[config.mk]
export PLATFORM = sky130hd
export DESIGN_NAME = opc_pin_control
export DESIGN_NICKNAME = d
export VERILOG_FILES = /design/src/opc_pkg.sv /design/src/opc_carrier.sv /design/src/opc_pin_control.sv
export SDC_FILE = /design/constraint.sdc
export NUM_CORES = 1
export LEC_CHECK = 0
export BUFFER_PORTS_ARGS = -buffer_cell sky130_fd_sc_hd__buf_4
export CORE_UTILIZATION = 30
export DETAILED_ROUTE_END_ITERATION = 7
export PLACE_DENSITY = 0.6
export SKIP_CTS_REPAIR_TIMING = 1
export SLEW_MARGIN = 40
export SYNTH_ARGS = -nofsm -noshare
export SYNTH_HDL_FRONTEND = slang
export SYNTH_SLANG_ARGS = --single-unit
[constraint.sdc]
create_clock -name mclk -period 4.2 [get_ports mclk]
set_input_delay 1.05 -clock mclk [delete_from_list [all_inputs] [get_ports mclk]]
set_output_delay 1.05 -clock mclk [all_outputs]
set_load 0.02 [all_outputs]
[src/opc_pkg.sv]
// constants, register map and field layout of the optical port pin control block
// assumes a 125 MHz mclk and AXI4-Lite with 16-bit byte addresses
package opc_pkg;
   // printed offsets are word indices; byte address is four times the index
   localparam logic [15:0] REG_PINCFG_IDX = 16'h2456;
   localparam logic [15:0] REG_OPTCFG_IDX = 16'h2457;
   localparam logic [15:0] REG_STATUS_IDX = 16'h2458;
   localparam logic [15:0] ADDR_PINCFG = {REG_PINCFG_IDX[13:0], 2'b00};
   localparam logic [15:0] ADDR_OPTCFG = {REG_OPTCFG_IDX[13:0], 2'b00};
   localparam logic [15:0] ADDR_STATUS = {REG_STATUS_IDX[13:0], 2'b00};

   // pin configuration fields
   localparam int POS_TX_INVERT = 0;
   localparam int POS_TX_MODULATE_EN = 1;
   localparam int POS_TX_PIN_SELECT = 2;
   localparam int POS_EEPROM_PIN_SELECT = 6;
   localparam logic [7:0] MASK_PINCFG = 8'hcf;
   localparam logic [7:0] RESET_PINCFG = 8'h00;
   // optical configuration fields
   localparam int POS_RX_INVERT = 1;
   localparam int POS_DUTY_SELECT = 4;
   localparam logic [7:0] MASK_OPTCFG = 8'h32;
   localparam logic [7:0] RESET_OPTCFG = 8'h00;
   // status fields
   localparam int POS_ST_RX_LEVEL = 0;
   localparam int POS_ST_BROWNOUT = 1;
   localparam int POS_ST_CARRIER = 2;
   localparam int POS_ST_I2C_MODE = 3;

   localparam logic [1:0] EEPROM_SEL_I2C = 2'h1;
   localparam logic [1:0] TX_SEL_ACTIVE = 2'h0;

   typedef enum logic [1:0] {
      OPC_DUTY_50 = 2'h0,
      OPC_DUTY_25 = 2'h1,
      OPC_DUTY_12 = 2'h2,
      OPC_DUTY_6 = 2'h3
   } opc_duty_t;

   localparam logic [1:0] RESP_OKAY = 2'h0;
   localparam logic [1:0] RESP_SLVERR = 2'h2;

   // carrier timing
   localparam int CLK_HZ = 125_000_000;
   localparam int CARRIER_HZ = 38_000;
   localparam int CARRIER_PERIOD_CYC = CLK_HZ / CARRIER_HZ;
   localparam logic [11:0] CARRIER_LAST = 12'(CARRIER_PERIOD_CYC - 1);
   localparam logic [11:0] CARRIER_LOW_50 = 12'(CARRIER_PERIOD_CYC / 2);
   localparam logic [11:0] CARRIER_LOW_25 = 12'(CARRIER_PERIOD_CYC / 4);
   localparam logic [11:0] CARRIER_LOW_12 = 12'(CARRIER_PERIOD_CYC / 8);
   localparam logic [11:0] CARRIER_LOW_6 = 12'(CARRIER_PERIOD_CYC / 16);
endpackage : opc_pkg

[src/opc_carrier.sv]
// carrier generator: low for the selected fraction of each period, high otherwise
// assumes run and duty_select come from logic on mclk
`timescale 1ns/1ps
module opc_carrier
   import opc_pkg::*;
(
   input wire logic mclk,
   input wire logic resetn,
   input wire logic run,
   input wire opc_duty_t duty_select,
   output logic carrier
);
   typedef struct packed {
      logic [11:0] cnt;
      logic level;
   } opc_car_state_t;

   opc_car_state_t st;
   opc_car_state_t next_st;
   logic [11:0] low_cyc;

   always_comb
   begin
      case (duty_select)
         OPC_DUTY_50: low_cyc = CARRIER_LOW_50;
         OPC_DUTY_25: low_cyc = CARRIER_LOW_25;
         OPC_DUTY_12: low_cyc = CARRIER_LOW_12;
         OPC_DUTY_6: low_cyc = CARRIER_LOW_6;
         default: low_cyc = CARRIER_LOW_50;
      endcase
      next_st = st;
      if (!run)
      begin
         next_st.cnt = 12'h000;
         next_st.level = 1'b1;
      end
      else
      begin
         next_st.cnt = (st.cnt == CARRIER_LAST) ? 12'h000 : st.cnt + 12'h001;
         next_st.level = (next_st.cnt < low_cyc) ? 1'b0 : 1'b1;
      end
   end

   always_ff @(posedge mclk or negedge resetn)
   begin
      if (!resetn)
         st <= '{cnt: 12'h000, level: 1'b1};
      else
         st <= next_st;
   end

   assign carrier = st.level;
endmodule : opc_carrier

[src/opc_pin_control.sv]
// optical port and shared eeprom pin control with an AXI4-Lite register slave
// assumes uart and eeprom controller signals on mclk; pins and brownout are asynchronous
`timescale 1ns/1ps
module opc_pin_control
   import opc_pkg::*;
(
   input wire logic mclk,
   input wire logic resetn,
   // AXI4-Lite slave
   input wire logic [15:0] s_axi_awaddr,
   input wire logic s_axi_awvalid,
   output logic s_axi_awready,
   input wire logic [31:0] s_axi_wdata,
   input wire logic [3:0] s_axi_wstrb,
   input wire logic s_axi_wvalid,
   output logic s_axi_wready,
   output logic [1:0] s_axi_bresp,
   output logic s_axi_bvalid,
   input wire logic s_axi_bready,
   input wire logic [15:0] s_axi_araddr,
   input wire logic s_axi_arvalid,
   output logic s_axi_arready,
   output logic [31:0] s_axi_rdata,
   output logic [1:0] s_axi_rresp,
   output logic s_axi_rvalid,
   input wire logic s_axi_rready,
   // second serial port side
   input wire logic uart_tx_data,
   output logic uart_rx_data,
   // power state
   input wire logic brownout_mode,
   // optical pins
   output logic optical_tx_pin_out,
   output logic optical_tx_pin_oe,
   input wire logic optical_rx_pin,
   // eeprom controller side, open drain: drive_low pulls the line low
   input wire logic i2c_scl_drive_low,
   input wire logic i2c_sda_drive_low,
   output logic i2c_scl_in,
   output logic i2c_sda_in,
   // general digital io side of the shared pins
   input wire logic dio2_out,
   input wire logic dio2_oe,
   input wire logic dio3_out,
   input wire logic dio3_oe,
   output logic dio2_in,
   output logic dio3_in,
   // shared pins
   output logic shared_pin_two_out,
   output logic shared_pin_two_oe,
   input wire logic shared_pin_two_in,
   output logic shared_pin_three_out,
   output logic shared_pin_three_oe,
   input wire logic shared_pin_three_in
);
   typedef struct packed {
      // bus side
      logic aw_held;
      logic [15:0] awaddr;
      logic w_held;
      logic [7:0] wdata;
      logic wlane0;
      logic bvalid;
      logic [1:0] bresp;
      logic rvalid;
      logic [31:0] rdata;
      logic [1:0] rresp;
      // software configuration
      logic [7:0] pincfg;
      logic [7:0] optcfg;
      // two-stage synchronisers
      logic rx_s1;
      logic rx_s2;
      logic brn_s1;
      logic brn_s2;
      logic p2_s1;
      logic p2_s2;
      logic p3_s1;
      logic p3_s2;
      // registered pin and port drivers
      logic rx_data;
      logic tx_out;
      logic tx_oe;
      logic p2_out;
      logic p2_oe;
      logic p3_out;
      logic p3_oe;
   } opc_state_t;

   opc_state_t st;
   opc_state_t next_st;
   logic carrier;
   logic mod_active;
   logic i2c_mode;
   logic aw_hs;
   logic w_hs;
   logic [15:0] wr_addr;
   logic [7:0] wr_data;
   logic wr_lane0;
   logic tx_level;
   logic [31:0] status_word;

   assign mod_active = st.pincfg[POS_TX_MODULATE_EN] & ~st.brn_s2;
   assign i2c_mode = st.pincfg[POS_EEPROM_PIN_SELECT +: 2] == EEPROM_SEL_I2C;

   opc_carrier u_carrier (
      .mclk(mclk),
      .resetn(resetn),
      .run(mod_active),
      .duty_select(opc_duty_t'(st.optcfg[POS_DUTY_SELECT +: 2])),
      .carrier(carrier)
   );

   // readies drop while a response waits, so a second write cannot overtake it
   assign s_axi_awready = ~st.aw_held & ~st.bvalid;
   assign s_axi_wready = ~st.w_held & ~st.bvalid;
   assign s_axi_arready = ~st.rvalid;
   assign aw_hs = s_axi_awvalid & s_axi_awready;
   assign w_hs = s_axi_wvalid & s_axi_wready;
   assign wr_addr = st.aw_held ? st.awaddr : s_axi_awaddr;
   assign wr_data = st.w_held ? st.wdata : s_axi_wdata[7:0];
   assign wr_lane0 = st.w_held ? st.wlane0 : s_axi_wstrb[0];

   always_comb
   begin
      status_word = 32'h0000_0000;
      status_word[POS_ST_RX_LEVEL] = st.rx_data;
      status_word[POS_ST_BROWNOUT] = st.brn_s2;
      status_word[POS_ST_CARRIER] = mod_active;
      status_word[POS_ST_I2C_MODE] = i2c_mode;

      next_st = st;

      // pin synchronisers
      next_st.rx_s1 = optical_rx_pin;
      next_st.rx_s2 = st.rx_s1;
      next_st.brn_s1 = brownout_mode;
      next_st.brn_s2 = st.brn_s1;
      next_st.p2_s1 = shared_pin_two_in;
      next_st.p2_s2 = st.p2_s1;
      next_st.p3_s1 = shared_pin_three_in;
      next_st.p3_s2 = st.p3_s1;

      // write channel: address and data taken in either order
      if (aw_hs)
      begin
         next_st.aw_held = 1'b1;
         next_st.awaddr = s_axi_awaddr;
      end
      if (w_hs)
      begin
         next_st.w_held = 1'b1;
         next_st.wdata = s_axi_wdata[7:0];
         next_st.wlane0 = s_axi_wstrb[0];
      end
      if ((st.aw_held | aw_hs) && (st.w_held | w_hs))
      begin
         next_st.aw_held = 1'b0;
         next_st.w_held = 1'b0;
         next_st.bvalid = 1'b1;
         next_st.bresp = RESP_OKAY;
         case (wr_addr)
            ADDR_PINCFG:
            begin
               if (wr_lane0)
                  next_st.pincfg = wr_data & MASK_PINCFG;
            end
            ADDR_OPTCFG:
            begin
               if (wr_lane0)
                  next_st.optcfg = wr_data & MASK_OPTCFG;
            end
            ADDR_STATUS:
            begin
               // read only: the write is answered and dropped
               next_st.bresp = RESP_OKAY;
            end
            default:
            begin
               next_st.bresp = RESP_SLVERR;
            end
         endcase
      end
      if (st.bvalid && s_axi_bready)
         next_st.bvalid = 1'b0;

      // read channel
      if (st.rvalid && s_axi_rready)
         next_st.rvalid = 1'b0;
      if (s_axi_arvalid && s_axi_arready)
      begin
         next_st.rvalid = 1'b1;
         next_st.rresp = RESP_OKAY;
         case (s_axi_araddr)
            ADDR_PINCFG:
            begin
               next_st.rdata = {24'h000000, st.pincfg};
            end
            ADDR_OPTCFG:
            begin
               next_st.rdata = {24'h000000, st.optcfg};
            end
            ADDR_STATUS:
            begin
               next_st.rdata = status_word;
            end
            default:
            begin
               next_st.rdata = 32'h0000_0000;
               next_st.rresp = RESP_SLVERR;
            end
         endcase
      end

      // receive path with optional inversion
      next_st.rx_data = st.rx_s2 ^ st.optcfg[POS_RX_INVERT];

      // transmit path: carrier gated by active-low data, then inversion
      // inversion comes last so that it flips the idle level as well
      tx_level = mod_active ? (uart_tx_data | carrier) : uart_tx_data;
      next_st.tx_out = tx_level ^ st.pincfg[POS_TX_INVERT];
      next_st.tx_oe = st.pincfg[POS_TX_PIN_SELECT +: 2] == TX_SEL_ACTIVE;

      // shared pins: open-drain I2C or plain digital io
      // in I2C mode the pin is only ever pulled low; the pull-up makes the high
      if (i2c_mode)
      begin
         next_st.p2_out = 1'b0;
         next_st.p2_oe = i2c_scl_drive_low;
         next_st.p3_out = 1'b0;
         next_st.p3_oe = i2c_sda_drive_low;
      end
      else
      begin
         next_st.p2_out = dio2_out;
         next_st.p2_oe = dio2_oe;
         next_st.p3_out = dio3_out;
         next_st.p3_oe = dio3_oe;
      end
   end

   always_ff @(posedge mclk or negedge resetn)
   begin
      if (!resetn)
      begin
         st.aw_held <= 1'b0;
         st.awaddr <= 16'h0000;
         st.w_held <= 1'b0;
         st.wdata <= 8'h00;
         st.wlane0 <= 1'b0;
         st.bvalid <= 1'b0;
         st.bresp <= RESP_OKAY;
         st.rvalid <= 1'b0;
         st.rdata <= 32'h0000_0000;
         st.rresp <= RESP_OKAY;
         st.pincfg <= RESET_PINCFG;
         st.optcfg <= RESET_OPTCFG;
         st.rx_s1 <= 1'b1;
         st.rx_s2 <= 1'b1;
         st.brn_s1 <= 1'b0;
         st.brn_s2 <= 1'b0;
         st.p2_s1 <= 1'b1;
         st.p2_s2 <= 1'b1;
         st.p3_s1 <= 1'b1;
         st.p3_s2 <= 1'b1;
         st.rx_data <= 1'b1;
         st.tx_out <= 1'b1;
         st.tx_oe <= 1'b0;
         st.p2_out <= 1'b0;
         st.p2_oe <= 1'b0;
         st.p3_out <= 1'b0;
         st.p3_oe <= 1'b0;
      end
      else
         st <= next_st;
   end

   assign s_axi_bvalid = st.bvalid;
   assign s_axi_bresp = st.bresp;
   assign s_axi_rvalid = st.rvalid;
   assign s_axi_rdata = st.rdata;
   assign s_axi_rresp = st.rresp;
   assign uart_rx_data = st.rx_data;
   assign optical_tx_pin_out = st.tx_out;
   assign optical_tx_pin_oe = st.tx_oe;
   assign shared_pin_two_out = st.p2_out;
   assign shared_pin_two_oe = st.p2_oe;
   assign shared_pin_three_out = st.p3_out;
   assign shared_pin_three_oe = st.p3_oe;
   assign i2c_scl_in = st.p2_s2;
   assign i2c_sda_in = st.p3_s2;
   assign dio2_in = st.p2_s2;
   assign dio3_in = st.p3_s2;
endmodule : opc_pin_control

Word level (Yosys, flattened, before mapping). Index checks and enable logic that the tools add are counted.

Output and inout bits: 52. Input bits: 86. Logic and storage cells: 91. Flip-flop bits (word level): 102.

Reductions and logical operators: 14. Add/subtract/negate cells: 1. Magnitude comparators: 1. Equal/unequal tests: 11. Bitwise operators: 15. Mux-type cells: 20.

Operator list (number): equality test 16 bit, second input constant (6); case mux 12 bit (4 select lines) (1); two-way mux 35 bit (1); case mux 8 bit (3 select lines) (1); two-way mux 17 bit (1); two-way mux 16 bit (1); two-way mux 13 bit (1); adder 12 x 1 -> 12 bit, second input constant (1); equality test 12 bit, second input constant (1); less-than comparator 12 bit (1); two-way mux 12 bit (1); two-way mux 10 bit (1); two-way mux 8 bit (1); nonzero test 2 bit (4); two-way mux 1 bit (7); AND reduction 3 bit (2); OR reduction 3 bit (2); AND 1 bit (5); inverter 1 bit (5); equality test 2 x 1 -> 1 bit, second input constant (2); equality test 2 bit, second input constant (2); logical AND 1 bit (4); zero test 2 bit (2); two-way mux 2 bit (2); other kinds (4) (7).

Depth between registers and ports, before layout. Gate-level depths: netlist of the first run.

Depth after elaboration: 7. Gate-level depth with buffers: 12. Depth with buffers taken out: 11.

By module. Synthesis of the first run repeated with hierarchy kept, for this count alone.

Cells, all modules: 345. Area, all modules: 3920.0 um^2.

Modules (own cells, without submodules): opc_pin_control (area an instance 2932.8 um^2, cells an instance 239, seq. area each 1586.5 um^2, times used 1); opc_carrier (area an instance 987.2 um^2, cells an instance 106, seq. area each 326.6 um^2, times used 1).

Worst setup path before layout of the first run. OpenSTA, ideal clock, no wires.

Path kind: input to register. Start point: input port s_axi_awaddr[5]. End point: register st[23] (netlist bit). Stages on the path: 5. Setup slack: 1.395 ns. Data arrival time: 2.680 ns. Setup time: 0.125 ns. Path buffers: 0. Data required time: 4.075 ns. Path through: or3b_1 -> a211o_1 -> a2111oi_4 -> nand2_2 -> mux2_4.

Longest elaborated chain between the ends: 3.

RTL lines: start, declared (RTL line opc_pin_control.sv:10) `input wire logic [15:0] s_axi_awaddr,`; two-way mux 16 bit (RTL line opc_pin_control.sv:120) `assign wr_addr = st.aw_held ? st.awaddr : s_axi_awaddr;`; equality test 16 bit (RTL line opc_pin_control.sv:162) `case (wr_addr)`; AND reduction 3 bit (no line); end, declared (RTL line opc_pin_control.sv:90) `opc_state_t st;`.

Every way passes these cells. A chain may end at the register's enable or synchronous reset.

Worst setup path after layout of the first run.
Start point: input port s_axi_awaddr[5]. End point: register st[26] (netlist bit).

The elaborated chain is that of the path after synthesis.

==> impl_results.md, run 1 <==
* Core region area at around 13000 µm²
* HP Class: flip-flop to flip-flop
* Worst-margin pin slew at 711 ps
* Top Ports at 138
* Timing-limited maximum frequency at 0.362 GHz
* Worst-Skew Late Latency at 330 ps
* Sequential cell fraction of total power at 43.0%
* Main flop type after synthesis: dfrtp_1
* Clock tree from TritonCTS: built
* Initial core utilization at 30.8%
* Number of global-route vias before repair at 2733
* EDFF count, synth at 0
* Deepest clock path buffer count at 2
* Unrepaired setup endpoints after global routing: false
* H-Tree Level Count at 3
* Worst-case clock skew at roughly 5.5 ps
* Top cells by area in the synthesized netlist: dfrtp_1 (43%), mux2_2 (9.0%), buf_4 (7.3%), dfstp_2 (6.1%), ha_1 (5.5%)
* Unique cell type count in the Yosys netlist at 52
* Synth-to-Final Area Change at 24.5%
* Initial antenna violation count at 0
* Max-slew violation total from the final report at 0
* Run status: completed
* Grt ovf at 0
* Wire length of the first global-routing pass at roughly 13000 µm
* Nets at 514
* Vias per inst at 4.58
* Sinks on Clock Net at 76
* Kind of capture point of the worst setup path: flip-flop
* Share of synthesized flip-flops with an asynchronous set or reset at 100%
* Clock root buffer: clkbuf_16
* Die ar. at between 10000 and 15000 µm²
* Drt drc at 0
* Pre-antenna DRT Iters at 4
* Leakage power at 0.00226 µW
* Arrival @ worst endpoint at slightly below 3000 ps
* Mapped Area at 3900 µm²
* Area of all placed cells without fillers at 4850 µm²
* Instance area after placement at 4520 µm²
* Minimum period implied by the final worst setup slack at ~2800 ps
* Internal Pwr Total at 1680 µW
* Antenna Cells at 0
* Maximum net fanout on the critical path at 6
* Number of placed instances with taps included at between 500 and 600
* Yosys warning count at 0
* Crit path kind: primary input to flip-flop
* Overall Global Routing Usage at 12.7%
* Per-cell routed wire length at 13.4 µm
* Switching Fraction at 27.3%
* Die W at 116 µm
* Count of port buffers added during placement at 84
* Required time worst endpoint at 4420 ps
* Placer congestion estimate at 0.748
* Cell count after synthesis at 338
* Flip-flop and latch count after synthesis at 76
* Estimated wirelength of the detail-placed design at 5900 µm
* Sequential share of the synthesized area at 49.1%
* Maximum number of pins on one net before global-route repair at 77
* Synth cell count leaders: dfrtp_1 (67), buf_4 (38), mux2_2 (31)
* Clock-pin slew reported for the worst setup and hold paths after clock tree synthesis at 60 ps
* Number of cell rows at between 40 and 50
* Routed via count at 2693
* Power spent charging and discharging nets at around 630 µW
* Final standard cell utilization of the core at roughly two fifths
* Worst vdd rail ir drop at 0.416 mV
* CTS buffer count at 9
* Max-capacitance violation count at 0
* Worst slew margin at 52.6%
* Combinational share of power at 20.8%
* Final setup viols at 0
* Cell with the most instances after synthesis: dfrtp_1
* Critical path launch point type: primary input
* Top cell type's share of synthesized area at approximately 43%
* Remaining number of nets flagged by the antenna check after routing at 0
* DRT iter0 DRCs at 64
* Total power density per cell area at 476 nW/µm²
* Library cell with the largest summed area after synthesis: dfrtp_1
* TNS Setup at 0 ps
* Drt total wl at 7880 µm
* Final Hold Violating Endpoints at 0
* Share of post-route cells with drive strength above 1 at 35.8%
* Part of the total power dissipated in the clock network at 36.2%
* Synthesized area per cell at 11.5 µm²
* Number of standard cells in the final layout excluding fillers at 588
* Fin crit share at between 60% and 70%
* Die height at 116 µm
==> cell usage in the layout, fill, tap and decap left out, types with 7 or more instances in the layout <==
cell	instances
a21oi_1	8
mux2_2	31
nor2_1	27
nand2_1	14
xor2_1	7
dfstp_2	9
buf_4	83
conb_1	26
dfrtp_1	67
ha_1	17
nor2b_1	9
inv_1	11
mux2i_1	10
clkbuf_16	9
==> power by group through the flow <==
stage	combinational, µW	sequential, µW	clock (µW)
floorplan	378	968	0
global placement	474	995	0
detailed placement	487	1010	0
CTS	487	994	860
global route	530	1010	896
finish	481	994	838
==> worst max-delay path, cell delays in order <==
cell       delay [ps]
buf_4             120
or3b_1            380
a211o_1           340
a2111oi_4         550
nand2_2           200
mux2_4            340
==> layer usage <==
| metal | vias to the layer above | global-route usage [%] | share of wire, % |
|---|---|---|---|
| met5 | - | 0 | 0 |
| met4 | 0 | 3.08 | 0.89 |
| met3 | 5 | 5.70 | 7.9 |
| met2 | 102 | 20.5 | 47 |
| met1 | 1310 | 15.5 | 44 |
| li1 | 1276 | - | - |
==> metrics by stage <==
step                setup WS [ps]  hold WS (ps)  power [µW]
floorplan                    1400           331        1350
global placement             1100           334        1470
detailed placement           1090           348        1490
CTS                          1430           355        2340
global route                 1290           360        2440
finish                       1440           350        2310
==> cell type report <==
class / instances / area [µm²]
clock buffers: 10 / 239
clock inverters: 6 / 86.3
fillers: 1250 / 7820
inverters: 11 / 41.3
multi-input cells: 229 / 1720
flip-flops and latches: 76 / 1910
well taps: 172 / 215
repair buffers: 84 / 634
==> registers in the layout, summed over array words and instances (netlist names) <==
register,cells
dio2_in,1
shared_pin_three_oe,1
s_axi_bresp,1
u_carrier.st,12
dio3_in,1
u_carrier.carrier,1
optical_tx_pin_out,1
next_st,4
shared_pin_three_out,1
uart_rx_data,1
st,38
s_axi_bvalid,1
s_axi_rdata,8
shared_pin_two_oe,1
s_axi_rvalid,1
s_axi_rresp,1
shared_pin_two_out,1
optical_tx_pin_oe,1
==> worst paths after layout <==
kind	end	slack, ps	from	cells after the start
max in group asynchronous	st[26]$_DFFE_PN0P_	2960	resetn	1
min in group asynchronous	st[94]$_DFFE_PN0P_	720	resetn	1
max	st[26]$_DFFE_PN0P_	1440	s_axi_awaddr[5]	6
min	st[13]$_DFF_PN1_	350	next_st[13]$_DFF_PN1_	0
max reg2reg	u_carrier.carrier$_DFF_PN1_	1510	u_carrier.st[1]$_DFF_PN0_	11
min reg2reg	st[13]$_DFF_PN1_	350	next_st[13]$_DFF_PN1_	0
==> cell families (layout without fill, tap and decap cells) <==
family / Yosys count / after routing / synth area share (%)
other cells: 1 / 26 / 0.0962
xor+xnor: 12 / 12 / 2.70
compound gates: 37 / 37 / 7.25
simple gates: 91 / 91 / 12.8
mux: 46 / 46 / 13.4
buf+inv: 58 / 111 / 9.27
fa+ha+maj: 17 / 17 / 5.46
flops: 76 / 76 / 49.1
No activity file was read; power rests on OpenSTA's default activity.
==> inputs of run 2 (changes only) <==
PLACE_DENSITY = 0.62   (was 0.6)
clock period = 2.2 ns   (was 4.2 ns; I/O delays follow)
==> run 2 against run 1 <==
The run now ends with negative setup slack left; non-clock buffer count up 29; sequential share of layout area down 2.7 points; via count up 3.8%; clock power up 95%; first-iteration DRC count up 34%; design area up 7.4%; hold slack worse by 250 ps; total power up 96%; sequential power up 86%; utilization up 2.8 points; register-to-register slack worse by 1600 ps; die area unchanged; critical endpoint is now u_carrier.carrier$_DFF_PN1_.
==> impl_results.md, run 2 (synthesis gave the netlist of run 1 again) <==
* Final Hold Violating Endpoints at 0
* Vias per inst at 4.53
* Drt drc at 0
* Sinks on Clock Net at 76
* Initial core utilization at between 30% and 40%
* Deepest clock path buffer count at 2
* Synth-to-Final Area Change at 33.7%
* Share of post-route cells with drive strength above 1 at between 40% and 50%
* Estimated wirelength of the detail-placed design at around 6200 µm
* Leakage power at approximately 0.0024 µW
* Die ar. at 13500 µm²
* Antenna Cells at 0
* Crit path kind: flip-flop to flip-flop
* CP max stage cell: dfrtp_1
* Required time worst endpoint at 2450 ps
* CTS buffer count at 9
* Top Ports at 138
* Worst path max stage delay at 380 ps
* Arrival @ worst endpoint at 2590 ps
* Routed via count at 2794
* Setup slack after layout at -140 ps
* Pre-antenna DRT Iters at 4
* Final setup viols at 1
* Unrepaired setup endpoints after global routing: true
* Total power density per cell area at slightly below 900 nW/µm²
* Instance area after placement at 4750 µm²
* Die height at 116 µm
* Final standard cell utilization of the core at between 40% and 50%
* HP Class: primary input to async pin
* Drt total wl at 8290 µm
* Overall Global Routing Usage at 12.9%
* Largest register FFs at 38
* Timing-limited maximum frequency at about 0.43 GHz
* Cell breakdown of the critical path: inv_1, ha_2, nor4bb_4, and3_4, buf_6, nor2_1, ha_1, nand2_2, nor2_2, nor4b_4, o2111ai_2, o2111ai_1
* Filler Cells Inserted at 1224
* Clock-pin slew reported for the worst setup and hold paths after clock tree synthesis at 60 ps
* Footprint of the multi-input gates at between 1500 and 2000 µm²
* Wire length of the first global-routing pass at 13200 µm
* DRT iter0 DRCs at between 80 and 90
* Failing checks: negative setup slack
* Flop-to-flop setup slack at -140 ps
* Per-cell routed wire length at about 13 µm
* Max-slew violation total from the final report at 0
* Placer congestion estimate at roughly 0.78
* Max-capacitance violation count at 0
* Minimum period implied by the final worst setup slack at roughly 2300 ps
* Number of cell rows at 41
* Initial antenna violation count at 0
* Count of port buffers added during placement at 84
* Maximum number of pins on one net before global-route repair at 57
* FF+latch area at 1910 µm²
* Final Hold Slack at between 90 and 100 ps
* Top library cells by usage in the layout, fill and taps aside: buf_4 (111), dfrtp_1 (66), mux2_2 (31)
* Reg with most FFs: st
* Commonest non-fill, non-tap cell in the layout: buf_4
* Number of global-route vias before repair at just under 3000
* Worst-Skew Late Latency at 330 ps
* Grt ovf at 0
* Nets at 543
* Clock root buffer: clkbuf_16
* Critical path launch point type: flip-flop
* Maximum net fanout on the critical path at 4
* Die W at 116 µm
* Area of all placed cells without fillers at about 5200 µm²
* Core region area at 12700 µm²
* Remaining number of nets flagged by the antenna check after routing at 0
* Worst vdd rail ir drop at 0.566 mV
* Fin crit share at 106%
* Run status: finished with violations
* H-Tree Level Count at 3
* Kind of capture point of the worst setup path: flip-flop
* Worst-case clock skew at 6.91 ps
* Clock tree from TritonCTS: built
run 2: critical path: cells and delay by family, from the launching register on:
family / cells / cell delay [ps]
buf+inv: 2 / 190
simple gates: 6 / 920
flops: 1 / 380
fa+ha+maj: 2 / 490
compound gates: 2 / 280
run 2: final timing paths:
| check | from | end | depth (start not counted) |
|---|---|---|---|
| min in group mclk | optical_rx_pin | next_st[13]$_DFF_PN1_ | 1 |
| max reg2reg | u_carrier.st[2]$_DFF_PN0_ | u_carrier.carrier$_DFF_PN1_ | 12 |
| min reg2reg | next_st[7]$_DFF_PN1_ | dio3_in$_DFF_PN1_ | 0 |
| max in group asynchronous | resetn | next_st[13]$_DFF_PN1_ | 2 |
| max | u_carrier.st[2]$_DFF_PN0_ | u_carrier.carrier$_DFF_PN1_ | 12 |
| min | resetn | st[88]$_DFFE_PN0P_ | 1 |
run 2: layer usage:
layer,global-route usage [%],routed length (µm),up-vias
met5,0,0,-
met4,3.59,104,0
met3,5.23,620,16
met2,22.1,4130,110
met1,14.7,3440,1338
li1,-,-,1330
run 2: cell type report:
class | instances | share of cell area, %
Inverter | 11 | 0.792
Sequential cell | 76 | 36.7
Multi-Input combinational cell | 229 | 35.3
Clock inverter | 5 | 1.61
Clock buffer | 11 | 4.85
Tap cell | 172 | 4.13
Timing Repair Buffer | 113 | 16.6
run 2: power breakdown:
group / internal (µW) / leakage [µW] / total (µW) / switching [µW]
Sequential: 1690 / 0.000930 / 1850 / 162
Clock: 1060 / 0.000158 / 1630 / 577
Combinational: 561 / 0.00132 / 1040 / 479
Total: 3310 / 0.00241 / 4520 / 1220
run 2: through the flow:
step / std cells / total power (µW) / worst slack (ps) / TNS (ps)
2_1_floorplan: 363 / 2570 / -91.6 / -91.6
3_3_place_gp: 600 / 2870 / -231 / -983
3_5_place_dp: 600 / 2920 / -246 / -1180
4_1_cts: 616 / 4570 / -315 / -315
5_1_grt: 617 / 4770 / -269 / -269
6_report: 617 / 4520 / -140 / -140
